<file path="src/design/sqa_pkg.sv">
package sqa_pkg;
   localparam int GRADE_W = 2;
   localparam int LIN_N = 2;
   localparam int DPM_N = 7;
   localparam int PAIR_W = 3;
   localparam int SRC_W = 4;
   localparam int PPE_W = 8;

   // Grade codes: larger is better
   localparam logic [1:0] GRADE_D = 2'h0;
   localparam logic [1:0] GRADE_C = 2'h1;
   localparam logic [1:0] GRADE_B = 2'h2;
   localparam logic [1:0] GRADE_A = 2'h3;

   // Output source selection codes: the quality alarm source and the reset default
   localparam logic [3:0] SRC_SYMBOL_QUALITY = 4'h5;
   localparam logic [3:0] SRC_RESET = 4'h0;

   // Least resolution for part-mark grading, tenths of a pixel per element
   localparam logic [7:0] MIN_PPE_X10 = 8'h3C;

   // Register byte offsets
   localparam logic [7:0] OFS_SRC = 8'h00;
   localparam logic [7:0] OFS_LIN = 8'h04;
   localparam logic [7:0] OFS_DPM = 8'h08;
   localparam logic [7:0] OFS_STATUS = 8'h0C;

   // Each pair: enable at bit PAIR_W*i, threshold at PAIR_W*i+1
   localparam int EN_POS = 0;
   localparam int THR_POS = 1;
   localparam logic [5:0] LIN_RESET = 6'h24;
   localparam logic [20:0] DPM_RESET = 21'h124924;

   // Status fields
   localparam int ST_ALARM = 0;
   localparam int ST_LIN = 1;
   localparam int ST_DPM = 3;
   localparam int ST_GRADED = 10;

   typedef struct packed {
      logic lin_valid;
      logic [LIN_N-1:0][GRADE_W-1:0] lin_grade;
      logic dpm_valid;
      logic dpm_matrix;
      logic [PPE_W-1:0] ppe_x10;
      logic [DPM_N-1:0][GRADE_W-1:0] dpm_grade;
   } sqa_result_t;

   typedef struct packed {
      logic lin_have;
      logic [LIN_N-1:0][GRADE_W-1:0] lin_grade;
      logic dpm_graded;
      logic [DPM_N-1:0][GRADE_W-1:0] dpm_grade;
   } sqa_held_t;
endpackage

</file>
<file path="src/design/sqa_alarm.sv">
// The register addresses and register access over APB were left to the implementer.
module sqa_alarm (
   input wire logic pclk,
   input wire logic presetn,
   input wire logic psel,
   input wire logic penable,
   input wire logic pwrite,
   input wire logic [7:0] paddr,
   input wire logic [31:0] pwdata,
   output logic [31:0] prdata,
   output logic pready,
   output logic pslverr,
   input wire sqa_pkg::sqa_result_t result,
   input wire logic other_src_level,
   output logic out1,
   output logic alarm
);
   function automatic logic pair_below(input logic en, input logic [1:0] thr, input logic [1:0] grade);
      pair_below = en && (grade < thr);
   endfunction

   logic [3:0] src, next_src;
   logic [5:0] lin_cfg, next_lin_cfg;
   logic [20:0] dpm_cfg, next_dpm_cfg;
   sqa_pkg::sqa_held_t held, next_held;
   logic [31:0] next_prdata;
   logic next_pready, next_pslverr, next_out1, next_alarm;
   logic [8:0] below;
   logic access, wr, mapped, graded_now;

   // Register file, one wait state per access
   assign access = psel && penable && !pready;
   assign wr = psel && penable && pready && pwrite && !pslverr;
   assign mapped = (paddr == sqa_pkg::OFS_SRC) || (paddr == sqa_pkg::OFS_LIN) ||
                   (paddr == sqa_pkg::OFS_DPM) || (paddr == sqa_pkg::OFS_STATUS);

   always_comb begin
      next_src = src;
      next_lin_cfg = lin_cfg;
      next_dpm_cfg = dpm_cfg;
      next_pready = access;
      next_pslverr = access && !mapped;
      next_prdata = prdata;
      if (wr) begin
         case (paddr)
            sqa_pkg::OFS_SRC: next_src = pwdata[3:0];
            sqa_pkg::OFS_LIN: next_lin_cfg = pwdata[5:0];
            sqa_pkg::OFS_DPM: next_dpm_cfg = pwdata[20:0];
            default: next_src = src;
         endcase
      end
      if (access && !pwrite) begin
         case (paddr)
            sqa_pkg::OFS_SRC: next_prdata = {28'h0000000, src};
            sqa_pkg::OFS_LIN: next_prdata = {26'h0000000, lin_cfg};
            sqa_pkg::OFS_DPM: next_prdata = {11'h000, dpm_cfg};
            sqa_pkg::OFS_STATUS: next_prdata = {21'h000000, held.dpm_graded, below, alarm};
            default: next_prdata = 32'h00000000;
         endcase
      end
   end

   // Result capture; ungraded part-mark results keep their grades but raise no conditions
   assign graded_now = result.dpm_matrix && (result.ppe_x10 >= sqa_pkg::MIN_PPE_X10);

   always_comb begin
      next_held = held;
      if (result.lin_valid) begin
         next_held.lin_have = 1'b1;
         next_held.lin_grade = result.lin_grade;
      end
      if (result.dpm_valid) begin
         next_held.dpm_graded = graded_now;
         next_held.dpm_grade = result.dpm_grade;
      end
   end

   // Per-metric comparison
   genvar gi;
   generate
      for (gi = 0; gi < sqa_pkg::LIN_N; gi++) begin : g_lin
         assign below[gi] = held.lin_have && pair_below(lin_cfg[sqa_pkg::PAIR_W*gi+sqa_pkg::EN_POS],
            lin_cfg[sqa_pkg::PAIR_W*gi+sqa_pkg::THR_POS +: 2], held.lin_grade[gi]);
      end
      for (gi = 0; gi < sqa_pkg::DPM_N; gi++) begin : g_dpm
         assign below[sqa_pkg::LIN_N+gi] = held.dpm_graded &&
            pair_below(dpm_cfg[sqa_pkg::PAIR_W*gi+sqa_pkg::EN_POS],
            dpm_cfg[sqa_pkg::PAIR_W*gi+sqa_pkg::THR_POS +: 2], held.dpm_grade[gi]);
      end
   endgenerate

   always_comb begin
      next_alarm = |below;
      next_out1 = (src == sqa_pkg::SRC_SYMBOL_QUALITY) ? alarm : other_src_level;
   end

   always_ff @(posedge pclk or negedge presetn) begin
      if (!presetn) begin
         src <= sqa_pkg::SRC_RESET;
         lin_cfg <= sqa_pkg::LIN_RESET;
         dpm_cfg <= sqa_pkg::DPM_RESET;
         held <= '0;
         prdata <= 32'h00000000;
         pready <= 1'b0;
         pslverr <= 1'b0;
         alarm <= 1'b0;
         out1 <= 1'b0;
      end else begin
         src <= next_src;
         lin_cfg <= next_lin_cfg;
         dpm_cfg <= next_dpm_cfg;
         held <= next_held;
         prdata <= next_prdata;
         pready <= next_pready;
         pslverr <= next_pslverr;
         alarm <= next_alarm;
         out1 <= next_out1;
      end
   end

   // Checks
   logic fresh;
   always_ff @(posedge pclk or negedge presetn) begin
      if (!presetn) begin
         fresh <= 1'b1;
      end else begin
         fresh <= 1'b0;
      end
   end

   property p_lin_rst;
      @(posedge pclk) disable iff (!presetn)
      fresh |-> (lin_cfg[2:1] == sqa_pkg::GRADE_B) && (lin_cfg[5:4] == sqa_pkg::GRADE_B);
   endproperty
   a_lin_rst: assert property (p_lin_rst) else $error("linear thresholds not grade B after reset");

   property p_dpm_rst;
      @(posedge pclk) disable iff (!presetn)
      fresh |-> (dpm_cfg[2:1] == sqa_pkg::GRADE_B) && (dpm_cfg[20:19] == sqa_pkg::GRADE_B);
   endproperty
   a_dpm_rst: assert property (p_dpm_rst) else $error("part-mark thresholds not grade B after reset");

   property p_en_rst;
      @(posedge pclk) disable iff (!presetn)
      fresh |-> !lin_cfg[0] && !lin_cfg[3] && !dpm_cfg[0] && !dpm_cfg[18] ##1 !alarm;
   endproperty
   a_en_rst: assert property (p_en_rst) else $error("enables not cleared after reset");

   property p_grade_d;
      @(posedge pclk) disable iff (!presetn)
      (lin_cfg[2:1] == sqa_pkg::GRADE_D) |-> !below[0];
   endproperty
   a_grade_d: assert property (p_grade_d) else $error("grade D threshold raised a condition");

   property p_decod;
      @(posedge pclk) disable iff (!presetn)
      held.lin_have && lin_cfg[0] && (held.lin_grade[0] < lin_cfg[2:1]) |=> alarm;
   endproperty
   a_decod: assert property (p_decod) else $error("decodability below threshold without alarm");

   property p_qz;
      @(posedge pclk) disable iff (!presetn)
      held.lin_have && !lin_cfg[3] |-> !below[1];
   endproperty
   a_qz: assert property (p_qz) else $error("disabled quiet zone raised a condition");

   property p_ecc;
      @(posedge pclk) disable iff (!presetn)
      held.dpm_graded && dpm_cfg[18] && (held.dpm_grade[6] < dpm_cfg[20:19]) |=> alarm;
   endproperty
   a_ecc: assert property (p_ecc) else $error("unused capacity below threshold without alarm");

   property p_pin;
      @(posedge pclk) disable iff (!presetn)
      (src == sqa_pkg::SRC_SYMBOL_QUALITY) |=> (out1 == $past(alarm));
   endproperty
   a_pin: assert property (p_pin) else $error("output 1 not following the alarm");

   property p_other;
      @(posedge pclk) disable iff (!presetn)
      (src != sqa_pkg::SRC_SYMBOL_QUALITY) |=> (out1 == $past(other_src_level));
   endproperty
   a_other: assert property (p_other) else $error("alarm affected output 1 under another source");

   property p_ungraded;
      @(posedge pclk) disable iff (!presetn)
      result.dpm_valid && (result.ppe_x10 < sqa_pkg::MIN_PPE_X10) |=> !held.dpm_graded ##0 (below[8:2] == 7'h00);
   endproperty
   a_ungraded: assert property (p_ungraded) else $error("low resolution result was graded");

   property p_or;
      @(posedge pclk) disable iff (!presetn)
      (below == 9'h000) |=> !alarm;
   endproperty
   a_or: assert property (p_or) else $error("alarm without any condition");

   property p_wait;
      @(posedge pclk) disable iff (!presetn)
      psel && penable && !pready |=> pready ##1 !pready;
   endproperty
   a_wait: assert property (p_wait) else $error("access not answered after one wait state");

   c_alarm: cover property (@(posedge pclk) disable iff (!presetn) $rose(alarm));
   c_pin: cover property (@(posedge pclk) disable iff (!presetn) $rose(out1) && (src == sqa_pkg::SRC_SYMBOL_QUALITY));
   c_ungraded: cover property (@(posedge pclk) disable iff (!presetn) result.dpm_valid && !graded_now);
   c_err: cover property (@(posedge pclk) disable iff (!presetn) pready && pslverr);
endmodule

</file>
<file path="config.mk">
export PLATFORM = sky130hd
export DESIGN_NAME = sqa_alarm
export DESIGN_NICKNAME = d
export VERILOG_FILES = /design/src/design/sqa_pkg.sv /design/src/design/sqa_alarm.sv
export SDC_FILE = /design/constraint.sdc
export NUM_CORES = 1
export LEC_CHECK = 0
export BUFFER_PORTS_ARGS = -buffer_cell sky130_fd_sc_hd__buf_2
export CAP_MARGIN = 0
export CORE_AREA = 5 5 100 102
export DETAILED_ROUTE_END_ITERATION = 16
export DIE_AREA = 0 0 105 107
export SLEW_MARGIN = 10
export SYNTH_ARGS = -nofsm -noshare
export SYNTH_HDL_FRONTEND = slang
export SYNTH_SLANG_ARGS = --single-unit
</file>
<file path="constraint.sdc">
create_clock -name pclk -period 3.2 [get_ports pclk]
set_clock_uncertainty 0.2 [all_clocks]
set_input_delay 0.48 -clock pclk [delete_from_list [all_inputs] [get_ports pclk]]
set_output_delay 0.48 -clock pclk [all_outputs]
set_load 0.005 [all_outputs]
</file>
* Yosys cells after proc, flatten, opt, wreduce, memory -nomap -nowiden
Index checks and enable logic that the tools add are counted.
** Operators by class
- Order comparisons :: 10
- Multiplexer cells :: 2
- Equal/unequal tests :: 4
- Reduce and logical (&&, ||, !) cells :: 38
** Operators by type and width (number)
- case mux 21 bit (4 select lines) :: 1
- logical AND 1 bit :: 26
- less-than comparator 2 bit :: 9
- equality test 8 x 4 -> 1 bit, second input constant :: 2
- OR reduction 9 bit :: 1
- equality test 8 x 3 -> 1 bit, second input constant :: 1
- greater-or-equal comparator 8 x 6 -> 1 bit, second input constant :: 1
- zero test 8 bit :: 1
- AND reduction 2 bit :: 3
- equality test 4 x 3 -> 1 bit, second input constant :: 1
- zero test 1 bit :: 4
- logical OR 1 bit :: 3
- 2-to-1 mux 1 bit :: 1
** Word-level totals
- Bits in registers :: 87

* Longest topological paths before layout
Gate-level depths: netlist (run 1).
- Depth after elaboration :: 6
- Gate-level depth with buffers :: 5
- Depth with buffers taken out :: 5

* Worst setup path before layout (run 1)
OpenSTA, ideal clock, no wires.
- Kind :: in2reg
- Start :: in paddr[1]
- End :: reg src[0]
- Stages on the path :: 4
- Setup time :: 0.125 ns
- Setup slack :: 0.946 ns
- Data arrival time :: 1.929 ns
- Cell sequence :: or4_4 nor4_4 nor3b_2 mux2_2
** On the way
- Cells in the longest elaborated chain, start to end :: 2
** RTL lines
- start: declaration :: RTL line sqa_alarm.sv:8 : input wire logic [7:0] paddr,
- zero test 8 bit :: RTL line sqa_alarm.sv:45 : case (paddr)
- AND reduction 2 bit (no source line)
- end signal: assignment :: RTL line sqa_alarm.sv:99 : src <= sqa_pkg::SRC_RESET;
- end signal: assignment :: RTL line sqa_alarm.sv:109 : src <= next_src;
- end: declaration :: RTL line sqa_alarm.sv:22 : logic [3:0] src, next_src;
No other way between the ends.
A chain may end at the register's enable or synchronous reset.

* Worst setup path in the final report (run 1)
- Start :: reg pready
- End :: reg prdata[20]
** On the way
- Cells in the longest elaborated chain, start to end :: 3
** RTL lines
- start: declaration :: RTL line sqa_alarm.sv:11 : output logic pready,
- start signal: assignment :: RTL line sqa_alarm.sv:114 : pready <= next_pready;
- zero test 1 bit :: RTL line sqa_alarm.sv:32 : assign access = psel && penable && !pready;
- logical AND 1 bit :: RTL line sqa_alarm.sv:32
- logical AND 1 bit :: RTL line sqa_alarm.sv:52 : if (access && !pwrite) begin
- end signal: assignment :: RTL line sqa_alarm.sv:113 : prdata <= next_prdata;
- end: declaration :: RTL line sqa_alarm.sv:10 : output logic [31:0] prdata,
No other way between the ends.

==> results_dict.tcl, run 1 <==
set metrics [dict create \
    dpl_cell_area_mm2 0.00399 \
    gp_routability_congestion 0.793 \
    path_delay_family "simple AND/OR/NAND/NOR gates" \
    path_max_fanout 22 \
    slowest_stage "or3_1" \
    die-width_um 105 \
    max-slew-margin-rel_pct 36.9 \
    clockPowerShare_pct 38.0 \
    cap_violations 0 \
    p_comb_share_pct 7.5 \
    synth_ff_type "dfrtp_1" \
    post_drt_wl_per_cell_um 16.2 \
    rows 35 \
    syn_area_per_cell_um2 12.6 \
    status "finished clean" \
    path_cells "nand4bb_1, buf_4, or3_1, nor3_4, a22o_1" \
    synth.distinct_cells 43 \
    start_kind "register" \
    grt_pass1_vias 2374 \
    syn2layout_area_growth_pct 19.6 \
    fin_crit_ps 2160 \
    viasPerCell 4.90 \
    async_reset_ff_share_pct 100 \
    arrival_ps 2270 \
    insertion_delay_ps 360 \
    cts.repair.resized 0 \
    path_depth 5 \
    hp-class "in2async" \
    grt_pass1_wl_um 12600 \
    worst_ep_required_time_ps 3310 \
    io_buffers 86 \
    intPower_uw 1360 \
    num_io_pins 111 \
    critPathBufInv 1 \
    leakagePower_uw 0.00201 \
    die_area_mm2 0.0112 \
    antenna_found_initial 0 \
    rsz0062_at_grt "no" \
    grtUsageTotal_pct 14.3 \
    end_kind "register" \
    crit_type "reg2reg" \
    tritoncts "yes" \
    maxSlewViolCount 0 \
    synth_cells 276 \
    final_nets 448 \
    fmax_ghz 0.463 \
    grt_overflow 0 \
    cts_sinks 76 \
    grt_max_degree 77 \
    cts_made_buffers 9 \
    drtIter0Drc 94 \
    design_area_mm2 0.00418 \
    cts_hold_repair.buffers 0 \
    ir_drop_v 0.000220 \
    setup_tns_ps 0 \
    yosys_warnings 0 \
    fin_crit_sh_pct 67.5 \
    setup_violations 0 \
    vias 2350 \
    whs_ps 53.7 \
    coreArea_mm2 0.00902 \
    dr.pass1.iters 5 \
    fillers 858 \
    cp_slowest_stage_delay_ps 480 \
    cts_root_buffer "clkbuf_8" \
    p_sw_uw 489 \
    hpwl_um 5780 \
    final_layout_size_suffix_gt1_share_pct 45.5 \
    synth_seq_area_share_pct 54.8 \
    tightestPinTransition_ps 947 \
    swShare_pct 26.5 \
    synth_area_mm2 0.00349 \
    clockBufferDepth 2 \
    p_per_area_mw_per_mm2 442 \
    wl_um 7770 \
    die_h_um 107 \
    postCtsSetupBuffers 0 \
    drc_errors 0 \
    synth_edf_count 0 \
    htree_levels 3 \
    hold_viol_final 0 \
    ys_seq_elements 76 \
    antenna_left 0 \
    clkTransAtPathRegs_ps 90 \
    start_util_pct 38.7 \
    n_antenna_cell 0 \
    power_frac_seq_pct 54.5 \
    reg2reg_depth 5 \
]
cell usage after synthesis, types with 2 or more instances:
library cell | n | share of area (%)
dfrtp_1 | 67 | 48
mux2_2 | 47 | 15
nand2_1 | 24 | 2.6
inv_1 | 12 | 1.3
buf_4 | 11 | 2.4
a22o_1 | 10 | 2.5
a211oi_1 | 9 | 1.9
dfstp_2 | 9 | 6.8
ha_1 | 9 | 3.2
nand2b_1 | 9 | 1.6
clkbuf_1 | 7 | 0.75
o21ai_0 | 7 | 1.0
mux2i_1 | 5 | 1.4
o21ai_1 | 5 | 0.72
nor2b_1 | 4 | 0.72
a211o_1 | 3 | 0.75
mux2_1 | 3 | 0.97
nor2_1 | 3 | 0.32
o221ai_1 | 3 | 0.75
a221oi_1 | 2 | 0.50
buf_2 | 2 | 0.29
nand3_1 | 2 | 0.29
nor3_1 | 2 | 0.29
or2_2 | 2 | 0.36
metal layers:
layer	global-route usage [%]	wire length (um)
met2	20.8	3500
met3	4.52	560
met5	0	0
met4	4.66	93
met1	20.1	3610
cell usage in the layout (no fill, tap or decap), types with 2 or more instances in the layout:
cell / Yosys / layout
a211o_1: 3 / 3
a211oi_1: 9 / 9
a221oi_1: 2 / 2
a22o_1: 10 / 10
buf_2: 2 / 85
buf_4: 11 / 4
clkbuf_8: 0 / 9
clkinvlp_4: 0 / 2
conb_1: 1 / 11
dfrtp_1: 67 / 67
dfstp_2: 9 / 9
ha_1: 9 / 9
inv_1: 12 / 12
inv_6: 0 / 3
inv_8: 0 / 2
mux2_1: 3 / 3
mux2_2: 47 / 47
mux2i_1: 5 / 5
nand2_1: 24 / 24
nand2b_1: 9 / 9
nand3_1: 2 / 2
nor2_1: 3 / 3
nor2b_1: 4 / 4
nor3_1: 2 / 2
o21ai_0: 7 / 7
o21ai_1: 5 / 5
o221ai_1: 3 / 3
or2_2: 2 / 2
power by group through the flow:
stage	clock network [uW]	registers, uW	logic [uW]
after floorplan	0	1020	80.3
after global placement	0	1020	137
after detailed placement	0	1030	141
after CTS	723	1010	142
after global routing	767	1010	158
final	701	1010	138
flip-flops by register name (all words and copies together), names as in the netlist:
register,cells
alarm,1
lin_cfg,6
src,4
prdata,21
out1,1
held,20
dpm_cfg,21
pready,1
pslverr,1
stage by stage:
stage | worst slack, ps | utilization (%) | cells | total power (uW)
global placement | 669 | 44.2 | 464 | 1160
global route | 905 | 46.3 | 480 | 1940
detailed placement | 651 | 44.2 | 464 | 1170
finish | 1040 | 46.3 | 480 | 1850
CTS | 1010 | 46.3 | 480 | 1870
floorplan | 946 | - | 286 | 1100
path summary, 6_finish.rpt:
kind | startpoint | end | slack, ps
hold / removal | presetn | held[8] | 50
max in group asynchronous | presetn | pslverr | 2120
setup reg to reg | pready | prdata[20] | 1040
min in group pclk | pwdata[9] | dpm_cfg[9] | 130
hold reg to reg | prdata[9] | prdata[9] | 290
setup / recovery | pready | prdata[20] | 1040
logic make-up (layout without fill, tap and decap cells):
group / Yosys count / count (layout) / share of synthesized area [%]
DFF: 76 / 76 / 54.8
AOI/OAI and AO/OA: 41 / 41 / 8.64
adders and majority gates: 9 / 9 / 3.23
other: 1 / 11 / 0.107
buffers and inverters: 34 / 117 / 5.13
and+or+nand+nor: 59 / 59 / 9.89
muxes: 56 / 56 / 18.2
final cells by class:
| cell class | instances | area (um^2) | area share [%] |
|---|---|---|---|
| repair buffers | 89 | 455 | 10.9 |
| inverters | 12 | 45.0 | 1.08 |
| clock buffers | 9 | 124 | 2.97 |
| clock inverters | 7 | 63.8 | 1.53 |
| flip-flops and latches | 76 | 1910 | 45.8 |
| multi-input cells | 176 | 1440 | 34.4 |
| well taps | 111 | 139 | 3.33 |
No activity file was read; power rests on OpenSTA's default activity.
==> run 2, diff against run 1 <==
- clock period: 3.2 -> 2.1 ns (I/O delays scaled with it)
==> results_dict.tcl, run 2 (synthesis gave the netlist of run 1 again) <==
set metrics [dict create \
    status "finished clean" \
    p_sw_uw 709 \
    die_area_mm2 0.0112 \
    intPower_uw 2210 \
    antenna_left 0 \
    grtUsageTotal_pct 14.8 \
    final_nets 484 \
    swShare_pct 24.3 \
    fin_crit_ps 1970 \
    cts_hold_repair.buffers 28 \
    tritoncts "yes" \
    power_frac_seq_pct 52.7 \
    grt_max_degree 46 \
    viasPerCell 4.97 \
    multi_input_area_mm2 0.00144 \
    maxSlewViolCount 0 \
    dr.pass1.iters 4 \
    slowest_stage "or4_4" \
    htree_levels 3 \
    hp-class "in2reg" \
    n_antenna_cell 0 \
    rsz0062_at_grt "no" \
    grt_pass1_vias 2643 \
    p_comb_share_pct 9.0 \
    num_io_pins 111 \
    cap_violations 0 \
    clockPowerShare_pct 38.4 \
    hpwl_um 6110 \
    p_per_area_mw_per_mm2 638 \
    crit_type "in2reg" \
    dpl_cell_area_mm2 0.00408 \
    cp_slowest_stage_delay_ps 550 \
    design_area_mm2 0.00457 \
    drtIter0Drc 85 \
    clkTransAtPathRegs_ps 80 \
    post_drt_wl_per_cell_um 15.7 \
    grt_pass1_wl_um 13200 \
    regArea_mm2 0.00191 \
    gp_routability_congestion 0.824 \
    path_max_fanout 4 \
    vias 2565 \
    fmax_ghz 0.508 \
    insertion_delay_ps 350 \
    fillers 822 \
    path_cells "buf_2, or4_4, nor4_4, nor3b_2, mux2_2" \
    start_kind "primary input" \
    wl_um 8100 \
    cts_root_buffer "clkbuf_8" \
    postCtsSetupBuffers 0 \
    antenna_found_initial 0 \
    layout_common_cells "85 x buf_2, 67 x dfrtp_1, 47 x mux2_2" \
    io_buffers 86 \
    clockBufferDepth 2 \
    setup_violations 0 \
    grt_overflow 0 \
    fin_crit_sh_pct 93.7 \
    hold_viol_final 0 \
    arrival_ps 2000 \
    reg_top3 "dpm_cfg (21), prdata (21), held (20)" \
    finalPower_uw 2920 \
    cts_sinks 76 \
    final_common_cell "buf_2" \
    end_kind "register" \
    syn2layout_area_growth_pct 30.9 \
    die-width_um 105 \
    cts_made_buffers 9 \
    worst_ep_required_time_ps 2130 \
    rows 35 \
    leakagePower_uw 0.00218 \
    drc_errors 0 \
    cts.repair.resized 0 \
    coreArea_mm2 0.00902 \
    start_util_pct 38.7 \
    ir_drop_v 0.000288 \
    die_h_um 107 \
    final_layout_size_suffix_gt1_share_pct 43.2 \
]
run 2: cell count changes in the layout (fill, tap and decap cells not counted), sizes merged:
cell,previous run,this run
bufinv,0,1
dlygate4sd3,0,29
buf,89,96
inv,17,13
clkinv,0,3
run 2: layout make-up:
type | instances | area share [%]
clock buffers | 9 | 2.71
well taps | 111 | 3.04
multi-input cells | 176 | 31.4
clock inverters | 7 | 1.67
flip-flops and latches | 76 | 41.9
inverters | 12 | 0.986
repair buffers | 125 | 18.3
run 2: through the flow:
stage	worst slack (ps)	hold slack, ps	TNS [ps]	util [%]	std cells
6_report	132	16.4	0	50.7	516
5_1_grt	86.5	1.21	0	50.7	516
4_1_cts	128	0.913	0	50.5	515
3_5_place_dp	-234	87.1	-4990	45.2	471
3_3_place_gp	-192	83.1	-4160	45.2	471
2_1_floorplan	11.5	-181	0	-	286
run 2: power by group through the flow:
stage                     Clock [uW]  Sequential [uW]  Combinational (uW)
after detailed placement           0             1560                 224
after CTS                       1150             1540                 265
after global routing            1220             1540                 294
after floorplan                    0             1550                 122
final                           1120             1540                 261
after global placement             0             1560                 217
run 2: final timing paths:
kind	from	endpoint	slack, ps	cells after the start
max	paddr[1]	src[1]	130	5
min	result[8]	held[8]	20	2
max reg2reg	dpm_cfg[17]	prdata[8]	250	5
min reg2reg	prdata[10]	prdata[10]	290	2
max in group asynchronous	presetn	dpm_cfg[2]	800	3
min in group asynchronous	presetn	dpm_cfg[12]	240	2
run 2: worst max-delay path, delay by kind of cell:
family	cells	cell delay, ps
buf+inv	1	90
mux	1	380
simple gates	3	1200
run 2: layer usage:
| layer | GRT usage (%) | wire [um] | vias to the layer above |
|---|---|---|---|
| met5 | 0 | 0 | - |
| met4 | 4.66 | 30 | 0 |
| met3 | 3.97 | 599 | 3 |
| met2 | 23.2 | 3800 | 102 |
| met1 | 20.0 | 3670 | 1242 |
| li1 | - | - | 1218 |
